<file path="config.mk">
export PLATFORM = sky130hd
export DESIGN_NAME = flash_program_erase_control
export DESIGN_NICKNAME = d
export VERILOG_FILES = /design/src/core/flash_pkg.sv /design/src/core/flash_program_erase_control.sv
export SDC_FILE = /design/constraint.sdc
export NUM_CORES = 1
export LEC_CHECK = 0
export BUFFER_PORTS_ARGS = -buffer_cell sky130_fd_sc_hd__buf_2
export CORE_UTILIZATION = 56
export CTS_CLUSTER_DIAMETER = 200
export DETAILED_ROUTE_END_ITERATION = 6
export GPL_ROUTABILITY_DRIVEN = 0
export PLACE_DENSITY = 0.74
export SYNTH_ARGS = -nofsm -noshare
export SYNTH_HDL_FRONTEND = slang
export SYNTH_SLANG_ARGS = --single-unit
</file>
<file path="constraint.sdc">
create_clock -name hclk -period 7.35 [get_ports hclk]
set_clock_uncertainty 0.05 [all_clocks]
set_input_delay 0.735 -clock hclk [delete_from_list [all_inputs] [get_ports hclk]]
set_output_delay 0.735 -clock hclk [all_outputs]
set_load 0.02 [all_outputs]
</file>
<file path="src/core/flash_pkg.sv">
// Purpose: constants and types of the flash program/erase control
// Assumes: AHB-Lite word registers at 32-bit aligned offsets
// Notes:   offsets compared on haddr[7:0]
package flash_pkg;
    localparam logic [7:0]  OFS_CTRL_ONE  = 8'h00;
    localparam logic [7:0]  OFS_CTRL_TWO  = 8'h04;
    localparam logic [7:0]  OFS_BLK_ONE   = 8'h08;
    localparam logic [7:0]  OFS_BLK_TWO   = 8'h0c;
    localparam logic [7:0]  OFS_OVL_CTRL  = 8'h10;
    localparam logic [7:0]  OFS_STATUS    = 8'h14;
    localparam int          B_STROBE      = 0;
    localparam int          B_WIPE_ON     = 1;
    localparam int          B_WR_CHECK    = 2;
    localparam int          B_WIPE_AUDIT  = 3;
    localparam int          B_UNLOCK      = 6;
    localparam int          B_ERR         = 7;
    localparam int          B_OVL_EN      = 3;
    localparam logic [7:0]  CTRL_RST      = 8'h00;
    localparam logic [7:0]  BLK_RST       = 8'h00;
    localparam logic [3:0]  OVL_RST       = 4'h0;
    localparam logic [23:0] OVL_RAM_BASE  = 24'hff_a000;
    localparam logic [23:0] OVL_RAM_LAST  = 24'hff_afff;
    localparam logic [7:0]  FILL_BYTE     = 8'hff;
    localparam int          UNIT_BYTES    = 128;
    typedef enum logic [2:0] {
        M_IDLE  = 3'b000,
        M_PROG  = 3'b001,
        M_ERASE = 3'b010,
        M_PVER  = 3'b011,
        M_EVER  = 3'b100
    } mode_t;
    typedef struct packed {
        logic flash_rd;
        logic exc_start;
        logic sleep_exec;
        logic bus_release;
    } cpu_evt_t;
    typedef struct packed {
        logic        en;
        logic [23:0] addr;
        logic [7:0]  data;
    } flash_wr_t;
endpackage

</file>
<file path="src/core/flash_program_erase_control.sv">
// Purpose: program/erase sequencing, protection and RAM overlay of flash
// Assumes: single AHB-Lite master, zero wait states, word transfers
// Notes:   hresetn is the power-on reset; watchdog reset is a sync input
//
// The AHB-Lite register port and the register addresses were left to the implementer.
`timescale 1ns/10ps
`default_nettype none
module flash_program_erase_control (
    // AHB-Lite slave
    input  wire logic                 hclk,
    input  wire logic                 hresetn,
    input  wire logic                 hsel,
    input  wire logic [31:0]          haddr,
    input  wire logic [1:0]           htrans,
    input  wire logic                 hwrite,
    input  wire logic [2:0]           hsize,
    input  wire logic [31:0]          hwdata,
    input  wire logic                 hready,
    output logic [31:0]               hrdata,
    output logic                      hreadyout,
    output logic                      hresp,
    // System state
    input  wire logic                 wdt_reset,
    input  wire logic                 standby_entry,
    input  wire logic                 hw_standby_n,
    input  wire logic                 boot_active,
    input  wire flash_pkg::cpu_evt_t  cpu_evt,
    // Flash write and address path
    input  wire flash_pkg::flash_wr_t flash_wr,
    input  wire logic [23:0]          cpu_addr,
    input  wire logic [6:0]           latch_rd_idx,
    // Flash control outputs
    output logic                      prog_en,
    output logic                      erase_en,
    output logic [15:0]               erase_blocks,
    output logic                      pv_mode,
    output logic                      ev_mode,
    output logic                      irq_inhibit,
    output logic                      flash_read_ok,
    output logic                      flash_halt,
    output logic                      ovl_hit,
    output logic [23:0]               ovl_ram_addr,
    output logic                      vfy_armed,
    output logic                      vfy_long,
    output logic [23:0]               vfy_addr,
    output logic [23:0]               latch_base,
    output logic                      latch_full,
    output logic [7:0]                latch_rd_data
);
    // ********************************
    // Functions and state
    // ********************************
    function automatic logic onehot16(input logic [15:0] v);
        logic [4:0] n;
        n = 5'd0;
        for (int i = 0; i < 16; i++) begin
            n = n + {4'd0, v[i]};
        end
        return n == 5'd1;
    endfunction

    function automatic logic [23:0] ovl_flash_base(input logic [2:0] s);
        return {9'd0, s, 12'h000};
    endfunction

    logic [7:0]         ctl1_r;
    logic               err_r;
    logic [7:0]         blk1_r;
    logic [7:0]         blk2_r;
    logic [3:0]         ovl_r;
    flash_pkg::mode_t   mode_r;
    flash_pkg::mode_t   mode_nxt;
    logic               hws_meta_r;
    logic               hws_q_r;
    logic               ph_wr_r;
    logic               ph_rd_r;
    logic [7:0]         ph_addr_r;
    logic [7:0]         latch_mem [0:flash_pkg::UNIT_BYTES-1];
    logic [7:0]         cnt_r;
    logic               busy;
    logic               err_set;
    logic               permit;
    logic               clr_regs;
    logic               addr_ph;
    logic               ovl_en;
    logic [15:0]        blk_all;
    logic [23:0]        ovl_base;
    logic               latch_acc;

    assign ovl_en  = ovl_r[flash_pkg::B_OVL_EN];
    assign ovl_base = ovl_flash_base(ovl_r[2:0]);
    // One gate for memory and counter, so refused bytes never land
    assign latch_acc = flash_wr.en && !busy && ctl1_r[flash_pkg::B_UNLOCK]
                       && mode_nxt == flash_pkg::M_IDLE
                       && cnt_r < 8'(flash_pkg::UNIT_BYTES);
    assign blk_all = {blk2_r, blk1_r};
    assign busy    = (mode_r == flash_pkg::M_PROG) || (mode_r == flash_pkg::M_ERASE);
    assign err_set = busy && (|cpu_evt);
    assign permit  = ctl1_r[flash_pkg::B_UNLOCK] && !ovl_en && !err_r;
    assign clr_regs = wdt_reset || standby_entry || hws_q_r;
    assign addr_ph = hsel && hready && htrans[1] && (hsize == 3'b010);

    // ********************************
    // Hardware standby pin sync
    // ********************************
    always_ff @(posedge hclk or negedge hresetn) begin
        if (!hresetn) begin
            hws_meta_r <= 1'b0;
            hws_q_r    <= 1'b0;
        end else begin
            hws_meta_r <= !hw_standby_n;
            hws_q_r    <= hws_meta_r;
        end
    end

    // ********************************
    // AHB-Lite slave
    // ********************************
    always_ff @(posedge hclk or negedge hresetn) begin
        if (!hresetn) begin
            ph_wr_r   <= 1'b0;
            ph_rd_r   <= 1'b0;
            ph_addr_r <= 8'h00;
            hreadyout <= 1'b1;
            hresp     <= 1'b0;
        end else begin
            ph_wr_r   <= addr_ph && hwrite;
            ph_rd_r   <= addr_ph && !hwrite;
            ph_addr_r <= haddr[7:0];
            hreadyout <= 1'b1;
            hresp     <= 1'b0;
        end
    end

    // Read data sampled in address phase so hrdata is a flop
    always_ff @(posedge hclk or negedge hresetn) begin
        if (!hresetn) begin
            hrdata <= 32'h0000_0000;
        end else if (addr_ph && !hwrite) begin
            unique case (haddr[7:0])
                flash_pkg::OFS_CTRL_ONE: hrdata <= {24'd0, ctl1_r};
                flash_pkg::OFS_CTRL_TWO: hrdata <= {24'd0, err_r, 7'd0};
                flash_pkg::OFS_BLK_ONE:  hrdata <= {24'd0, blk1_r};
                flash_pkg::OFS_BLK_TWO:  hrdata <= {24'd0, blk2_r};
                flash_pkg::OFS_OVL_CTRL: hrdata <= {28'd0, ovl_r};
                flash_pkg::OFS_STATUS:   hrdata <= {8'd0, 5'd0, mode_r, cnt_r, 8'd0};
                default:                 hrdata <= 32'h0000_0000;
            endcase
        end
    end

    // ********************************
    // Control registers
    // ********************************
    always_ff @(posedge hclk or negedge hresetn) begin
        if (!hresetn) begin
            ctl1_r <= flash_pkg::CTRL_RST;
            blk1_r <= flash_pkg::BLK_RST;
            blk2_r <= flash_pkg::BLK_RST;
        end else if (clr_regs) begin
            ctl1_r <= flash_pkg::CTRL_RST;
            blk1_r <= flash_pkg::BLK_RST;
            blk2_r <= flash_pkg::BLK_RST;
        end else if (ph_wr_r) begin
            if (ph_addr_r == flash_pkg::OFS_CTRL_ONE) begin
                ctl1_r <= hwdata[7:0];
                // Strobes dropped unless entry is allowed
                if (!(hwdata[flash_pkg::B_UNLOCK] && !ovl_en && !err_r)) begin
                    ctl1_r[flash_pkg::B_STROBE]  <= 1'b0;
                    ctl1_r[flash_pkg::B_WIPE_ON] <= 1'b0;
                end
            end
            if (ph_addr_r == flash_pkg::OFS_BLK_ONE) begin
                blk1_r <= hwdata[7:0];
            end
            if (ph_addr_r == flash_pkg::OFS_BLK_TWO) begin
                blk2_r <= hwdata[7:0];
            end
        end
    end

    // Overlay control cleared by power-on and watchdog reset; it survives standby
    always_ff @(posedge hclk or negedge hresetn) begin
        if (!hresetn) begin
            ovl_r <= flash_pkg::OVL_RST;
        end else if (wdt_reset) begin
            ovl_r <= flash_pkg::OVL_RST;
        end else if (ph_wr_r && ph_addr_r == flash_pkg::OFS_OVL_CTRL) begin
            ovl_r <= hwdata[3:0];
        end
    end

    // Error flag: only power-on reset or hardware standby clears it
    always_ff @(posedge hclk or negedge hresetn) begin
        if (!hresetn) begin
            err_r <= 1'b0;
        end else if (err_set) begin
            err_r <= 1'b1;
        end else if (hws_q_r) begin
            err_r <= 1'b0;
        end
    end

    // ********************************
    // Mode selection
    // ********************************
    always_comb begin
        mode_nxt = flash_pkg::M_IDLE;
        if (clr_regs || err_set) begin
            mode_nxt = flash_pkg::M_IDLE;
        end else if (permit && ctl1_r[flash_pkg::B_STROBE]) begin
            mode_nxt = flash_pkg::M_PROG;
        end else if (permit && ctl1_r[flash_pkg::B_WIPE_ON] && onehot16(blk_all)) begin
            mode_nxt = flash_pkg::M_ERASE;
        end else if (ctl1_r[flash_pkg::B_WR_CHECK]) begin
            mode_nxt = flash_pkg::M_PVER;
        end else if (ctl1_r[flash_pkg::B_WIPE_AUDIT]) begin
            mode_nxt = flash_pkg::M_EVER;
        end
    end

    always_ff @(posedge hclk or negedge hresetn) begin
        if (!hresetn) begin
            mode_r       <= flash_pkg::M_IDLE;
            prog_en      <= 1'b0;
            erase_en     <= 1'b0;
            erase_blocks <= 16'h0000;
            pv_mode      <= 1'b0;
            ev_mode      <= 1'b0;
        end else begin
            mode_r   <= mode_nxt;
            prog_en  <= mode_nxt == flash_pkg::M_PROG;
            erase_en <= mode_nxt == flash_pkg::M_ERASE;
            pv_mode  <= mode_nxt == flash_pkg::M_PVER;
            ev_mode  <= mode_nxt == flash_pkg::M_EVER;
            erase_blocks <= (mode_nxt == flash_pkg::M_ERASE) ? blk_all : 16'h0000;
        end
    end

    // ********************************
    // System status outputs
    // ********************************
    always_ff @(posedge hclk or negedge hresetn) begin
        if (!hresetn) begin
            irq_inhibit   <= 1'b0;
            flash_read_ok <= 1'b0;
            flash_halt    <= 1'b0;
        end else begin
            irq_inhibit <= boot_active || mode_nxt == flash_pkg::M_PROG
                           || mode_nxt == flash_pkg::M_ERASE;
            flash_halt  <= standby_entry || hws_q_r;
            flash_read_ok <= !(standby_entry || hws_q_r)
                             && (!ctl1_r[flash_pkg::B_UNLOCK]
                                 || mode_nxt == flash_pkg::M_PVER
                                 || mode_nxt == flash_pkg::M_EVER);
        end
    end

    // ********************************
    // RAM overlay
    // ********************************
    always_ff @(posedge hclk or negedge hresetn) begin
        if (!hresetn) begin
            ovl_hit      <= 1'b0;
            ovl_ram_addr <= 24'h00_0000;
        end else begin
            // RAM addresses always reach RAM; only flash side is steered
            ovl_hit <= ovl_en && cpu_addr[23:12] == ovl_base[23:12];
            ovl_ram_addr <= {flash_pkg::OVL_RAM_BASE[23:12], cpu_addr[11:0]};
        end
    end

    // ********************************
    // Program latch and verify address
    // ********************************
    always_ff @(posedge hclk) begin
        if (latch_acc) begin
            latch_mem[flash_wr.addr[6:0]] <= flash_wr.data;
        end
    end

    always_ff @(posedge hclk or negedge hresetn) begin
        if (!hresetn) begin
            latch_rd_data <= 8'h00;
        end else begin
            latch_rd_data <= latch_mem[latch_rd_idx];
        end
    end

    // Count restarts after each program pulse so a new unit can load
    always_ff @(posedge hclk or negedge hresetn) begin
        if (!hresetn) begin
            cnt_r      <= 8'h00;
            latch_base <= 24'h00_0000;
            latch_full <= 1'b0;
        end else if (clr_regs || (mode_r == flash_pkg::M_PROG && mode_nxt != flash_pkg::M_PROG)) begin
            cnt_r      <= 8'h00;
            latch_full <= 1'b0;
        end else if (latch_acc) begin
            if (cnt_r == 8'h00) begin
                latch_base <= {flash_wr.addr[23:7], 7'd0};
            end
            cnt_r      <= cnt_r + 8'h01;
            latch_full <= cnt_r == 8'(flash_pkg::UNIT_BYTES - 1);
        end
    end

    always_ff @(posedge hclk or negedge hresetn) begin
        if (!hresetn) begin
            vfy_armed <= 1'b0;
            vfy_long  <= 1'b0;
            vfy_addr  <= 24'h00_0000;
        end else if (!(pv_mode || ev_mode) || clr_regs) begin
            vfy_armed <= 1'b0;
        end else if (flash_wr.en && flash_wr.data == flash_pkg::FILL_BYTE
                     && flash_wr.addr[1:0] == 2'b00) begin
            vfy_armed <= 1'b1;
            vfy_long  <= ev_mode;
            vfy_addr  <= flash_wr.addr;
        end
    end
endmodule
`default_nettype wire

</file>
==> impl_metrics.ini, run 1 <==
[critical_path]
cp-end-kind = register
crit_fanout = 9
cp.arrival_ns = 7.00
cp_slowest_cell = nand4b_1
cp-start-kind = register
max_stage_delay_ns = 0.87
crit_top_cell = fa_1
crit_type = reg2reg
required_ns = 7.59
crit_chain = fa_1 -> inv_1 -> fa_1 -> inv_1 -> fa_1 -> inv_1 -> fa_1 -> inv_1 -> ha_1 -> fa_1 -> and2_1 -> a21oi_1 -> o21bai_1 -> a21oi_2 -> nand4b_1 -> buf_4 -> nor2_1

[clocking]
postCtsSetupBuffers = 0
clkSinkCount = 1183
cts_buffers = 115
cts_tree = yes
htree_levels = 3
path_clk_slew_ns = 0.06
postCtsResizedCells = 0
cts_buffer_depth = 3
postCtsHoldBufs = 0
worstSkewPairLatency_ns = 0.68
cts-root-buf = clkbuf_16

[power]
swShare_pct = 20.96
pwr_density_cell_nw_per_um2 = 264.5
combPwrFrac_pct = 4.4
vdd_ir_drop_max_uv = 230.8
p_int_w = 0.01095
p_switching_w = 0.002904
seqPwrFrac_pct = 52.8
pwr-share-clk_pct = 42.8
p_leak_nw = 18.64

[detailed_routing]
drc = 0
wl_mm = 109.5
num_vias = 25141
drt-initial-drc-count = 2664
postRouteAntennaNets = 0
vias_per_cell = 6.246
post_drt_wl_per_cell_microns = 27.20
firstDrtPassIters = 5

[synth]
synthXorXnorAreaFrac_pct = 0.09428
synthAdderAreaFrac_pct = 0.6195
yosys-top-cells-area = edfxtp_1 66%, dfrtp_1 8.6%, mux2i_1 6.6%, mux4_2 4.8%, a22oi_1 1.9%
yosys_register_bits = 1183
avgSynthCellArea_sq_um = 17.70
synthCells = 2625
ys_warn_count = 0
synth-simple-area-share_pct = 4.296
yosysTopAreaCell = edfxtp_1
synth.most_common_cell = edfxtp_1
synth_edf_count = 1024
netlist_top_cells_count = 1024 x edfxtp_1, 306 x mux2i_1, 188 x nor2_1, 159 x dfrtp_1, 119 x a22oi_1
synth_top_family_by_area = multiplexers
synth_mux_area_share_pct = 13.09
ys_types = 66
syn_area_sq_um = 46450
synth-compound-area-share_pct = 4.981
async_reset_ff_share_pct = 13.44
seq_area_frac_synth_pct = 74.77
synth-main-ff-cell = edfxtp_1
yosys.area.top_type_share_pct = 66.20

[die]
die_h_microns = 290
start_util_pct = 56.57
die_x_microns = 290
die_area_sq_um = 84100
core-area_sq_um = 82110
fp-row-count = 105
pin_count = 287

[grt]
grt_max_degree = 99
grtUsageTotal_pct = 26.13
grt.overflow.total = 0
grt_pass1_vias = 25614
grt_pass1_wl_mm = 163.0
grt_antenna_before_repair = 5

[cells_and_area]
areaGrowthSynthToFinish_pct = 12.76
nNetsFinal = 3019
fin_area_sq_um = 52380
drive_gt1_share_pct = 21.23
fin_cells = 4025

[sta]
setup-violations-final = 0
hold_violations = 0
finalCriticalPeriod_ns = 6.763
max_slew.worst_pin.slew_ns = 1.148
max-slew-margin-rel_pct = 23.48
rsz0062_at_grt = false
slew_violations = 0
period_share_pct = 92.01
fin_setup_tns_ns = 0
max_freq_ghz = 0.1479

[status]
outcome = finished clean

[placement]
dp_cells = 3809
io_buffers = 213
dp_hpwl_mm = 68.43
placed_area_sq_um = 48550

[run]
cap_violations = 0

[min_path]
holdCritPathClass = in2async
## layout by cell type (no fill, tap or decap), types with 7 or more instances in the layout
master / n
a22o_1: 19
mux2i_1: 306
nor4_1: 18
edfxtp_1: 1024
mux4_2: 99
fa_1: 10
clkbuf_16: 119
nor2b_1: 18
bufinv_16: 13
inv_1: 28
a211oi_1: 16
o221ai_1: 22
o2111ai_1: 8
nor3_1: 22
a22oi_1: 119
ha_1: 7
clkinv_1: 23
nand4_1: 7
nand3_1: 19
a221oi_1: 7
or3_1: 7
nand2b_1: 9
dfrtp_1: 159
buf_2: 202
o211ai_1: 8
o22ai_1: 32
mux2_2: 70
nor2_1: 187
conb_1: 25
clkbuf_1: 25
nand2_1: 63
o21ai_0: 24
buf_4: 59
or4_1: 10
and2_1: 15
a21oi_1: 53
nor2_2: 10
clkinv_2: 16
## area by class of cell
class	count	area (sq um)
Tap cell	1070	1339
Clock inverter	67	704.4
Timing Repair Buffer	265	1511
Multi-Input combinational cell	1263	10870
Antenna cell	2	5.005
Sequential cell	1183	34730
Fill cell	5498	29730
Inverter	28	105.1
Clock buffer	147	3113
## per-layer routing
layer	wire length, microns	track usage, %	part of all wire [%]
met1	43450	36.42	40
met2	52580	42.06	48
met3	10290	5.178	9.4
met4	3118	7.992	2.8
met5	20	0	0.018
## sequential cells by signal (all words and copies together), names as in the netlist, 13 cells and up
register / cells
ovl_ram_addr: 13
latch_base: 17
hrdata: 19
erase_blocks: 16
vfy_addr: 24
latch_mem: 1024
## path summary, 6_finish.rpt
| check | start | to | slack (ns) | cells past startpoint |
|---|---|---|---|---|
| worst max register to register | blk2_r[3] | latch_mem[37][2] | 0.59 | 17 |
| worst max-delay path | blk2_r[3] | latch_mem[37][2] | 0.59 | 17 |
| max in group asynchronous | hresetn | latch_rd_data[5] | 5.71 | 2 |
| min in group hclk | cpu_addr[8] | ovl_ram_addr[8] | 0.11 | 1 |
| worst min-delay path | hresetn | flash_read_ok | 0.04 | 1 |
| worst min register to register | hws_meta_r | hws_q_r | 0.30 | 0 |
## kinds of logic (layout without fill, tap and decap cells)
kind of cell             Yosys count  after routing
flip-flops                      1183           1183
multiplexers                     475            475
AND/OR/NAND/NOR                  415            415
AO/OA/AOI/OAI                    326            326
buffers and inverters            202            507
adder cells (fa/ha/maj)           17             17
XOR/XNOR                           5              5
other                              2             27
## through the flow
stage | total power (W) | hold slack, ns | worst slack, ns | utilization, %
floorplan | 0.007777 | 0.2812 | 2.052 | -
global placement | 0.008051 | 0.2844 | 0.7568 | 59.13
detailed placement | 0.008066 | 0.2895 | 0.7288 | 59.13
CTS | 0.01389 | 0.07717 | 0.6874 | 63.78
global route | 0.01419 | 0.07722 | 0.3815 | 63.79
finish | 0.01385 | 0.04359 | 0.5871 | 63.79
## power by group through the flow
stage | clock [W] | combinational, W | sequential [W]
after global placement | 0 | 0.000593 | 0.00746
after detailed placement | 0 | 0.000607 | 0.00746
after floorplan | 0 | 0.000304 | 0.00747
after CTS | 0.00597 | 0.000609 | 0.00732
after global routing | 0.00623 | 0.000642 | 0.00732
final | 0.00593 | 0.000610 | 0.00732
## critical path: cells and delay by family, from the launching register on
family                     cells  cell delay (ns)
AOI/OAI and AO/OA              3             0.84
adders and majority gates      6             2.62
DFF                            1             0.43
buffers and inverters          5             0.72
and+or+nand+nor                3             1.68
Power figures use the tool's default switching activity.
==> run 2: changes to the inputs <==
--- a/config.mk
+++ b/config.mk
@@ -6,11 +6,10 @@
 export NUM_CORES = 1
 export LEC_CHECK = 0
 export BUFFER_PORTS_ARGS = -buffer_cell sky130_fd_sc_hd__buf_2
-export CORE_UTILIZATION = 56
+export CORE_UTILIZATION = 40
 export CTS_CLUSTER_DIAMETER = 200
 export DETAILED_ROUTE_END_ITERATION = 6
 export GPL_ROUTABILITY_DRIVEN = 0
-export PLACE_DENSITY = 0.74
 export SYNTH_ARGS = -nofsm -noshare
 export SYNTH_HDL_FRONTEND = slang
 export SYNTH_SLANG_ARGS = --single-unit
==> impl_metrics.ini, run 2 (same netlist as run 1, synthesis figures left out) <==
[sta]
fin_ws_ns = 1.252
max-slew-margin-rel_pct = 17.11
max_freq_ghz = 0.1640
rsz0062_at_grt = false
max_slew.worst_pin.slew_ns = 1.234
slew_violations = 0
period_share_pct = 82.96
timing.hold.ws_ns = 0.05551
setup-violations-final = 0
hold_violations = 0
fin_setup_tns_ns = 0
finalCriticalPeriod_ns = 6.098

[grt]
grt_pass1_vias = 25532
grt_max_degree = 103
grt_pass1_wl_mm = 167.3
grtUsageTotal_pct = 19.37
grt.overflow.total = 0
grt_antenna_before_repair = 8

[min_path]
holdCritPathClass = in2async

[detailed_routing]
wl_mm = 114.0
drt-initial-drc-count = 2270
drc = 7
vias_per_cell = 5.572
num_vias = 24906
firstDrtPassIters = 7
post_drt_wl_per_cell_microns = 25.51
postRouteAntennaNets = 0

[cells_and_area]
largest_reg_flops = 1024
nNetsFinal = 3021
post-route-util_pct = 46.16
areaGrowthSynthToFinish_pct = 13.95
final_common_cell = edfxtp_1
nFillCells = 9618
drive_gt1_share_pct = 21.25
final_cell_mix = 1024 x edfxtp_1, 306 x mux2i_1, 202 x buf_2

[clocking]
worstSkewPairLatency_ns = 0.72
postCtsResizedCells = 0
postCtsSetupBuffers = 0
path_clk_slew_ns = 0.06
clkSinkCount = 1183
htree_levels = 3
cts_tree = yes
cts_buffer_depth = 3
cts-root-buf = clkbuf_16
postCtsHoldBufs = 0
cts_buffers = 120

[power]
p_int_w = 0.01087
swShare_pct = 21.37
p_switching_w = 0.002954
pwr-share-clk_pct = 42.6
p_leak_nw = 18.64
combPwrFrac_pct = 4.4
seqPwrFrac_pct = 53.0
vdd_ir_drop_max_uv = 210.9
pwr_density_cell_nw_per_um2 = 261.2

[critical_path]
cp.arrival_ns = 6.40
crit_fanout = 16
cp_slowest_cell = or4b_4
max_stage_delay_ns = 0.85
crit_chain = fa_1 -> inv_1 -> fa_1 -> inv_1 -> fa_1 -> inv_1 -> fa_1 -> inv_1 -> ha_1 -> fa_1 -> and2_1 -> a21oi_1 -> o21bai_1 -> a21o_1 -> or4b_4 -> nor2_1
cp-end-kind = register
reg2regPathDepth = 16
crit_type = reg2reg
cp-start-kind = register
crit_top_cell = fa_1
required_ns = 7.65
r2r_start = blk2_r[3]
r2r_end = latch_mem[114][6]
crit_family = adder cells
cp_num_buf_inv = 4
r2r_slack_ns = 1.25

[die]
die_x_microns = 342.8
fp-row-count = 124
pin_count = 287
die_h_microns = 342.8
core-area_sq_um = 114700
die_area_sq_um = 117500
start_util_pct = 40.51

[status]
outcome = finished with violations
violations = design-rule violations

[run]
cap_violations = 0

[placement]
io_buffers = 213
dp_hpwl_mm = 71.58
pre_cts_ws_ns = 1.292
run 2: cell count changes in the layout (fill, tap and decap cells not counted), sizes merged:
| cell | before | now |
|---|---|---|
| inv | 34 | 32 |
| clkinvlp | 5 | 7 |
| diode | 2 | 3 |
| clkinv | 43 | 52 |
| buf | 265 | 262 |
| bufinv | 13 | 9 |
run 2: metal layers:
metal  track usage [%]  up-vias  wire [microns]
met5                 0        -              28
met4             6.483        4            3158
met3             3.951      186            8927
met2             30.88     1101           54270
met1             26.55    12811           47640
li1                  -    10804               -
run 2: area by class of cell:
| class | instances | area [sq um] | area share (%) |
|---|---|---|---|
| Antenna cell | 3 | 7.507 | 0.01418 |
| Multi-Input combinational cell | 1263 | 10870 | 20.54 |
| Inverter | 28 | 105.1 | 0.1986 |
| Tap cell | 1512 | 1892 | 3.574 |
| Clock buffer | 147 | 3177 | 6.002 |
| Clock inverter | 72 | 635.6 | 1.201 |
| Sequential cell | 1183 | 34730 | 65.61 |
| Timing Repair Buffer | 262 | 1514 | 2.860 |
run 2: through the flow:
stage	area [sq um]	power, W	cells
finish	52930	0.01383	4470
global route	52930	0.01420	4470
CTS	52920	0.01393	4467
detailed placement	49110	0.008077	4248
global placement	49110	0.008063	4248
floorplan	46540	0.007777	2648
run 2: power by group through the flow:
stage | registers, W | logic (W) | clock network, W
after floorplan | 0.00747 | 0.000304 | 0
after global placement | 0.00746 | 0.000600 | 0
after detailed placement | 0.00746 | 0.000614 | 0
after CTS | 0.00732 | 0.000615 | 0.00599
after global routing | 0.00732 | 0.000648 | 0.00623
final | 0.00732 | 0.000610 | 0.00589
run 2: how the worst max path moves through the flow:
stage,slack (ns),to,cells after the start,start
after global routing,0.97,latch_mem[2][4],16,blk2_r[3]
after floorplan,2.05,latch_mem[108][0],18,blk2_r[3]
after global placement,1.34,latch_mem[2][6],16,blk2_r[3]
after CTS,1.29,latch_mem[114][4],16,blk2_r[3]
final,1.25,latch_mem[114][6],16,blk2_r[3]
after detailed placement,1.29,latch_mem[114][2],16,blk2_r[3]
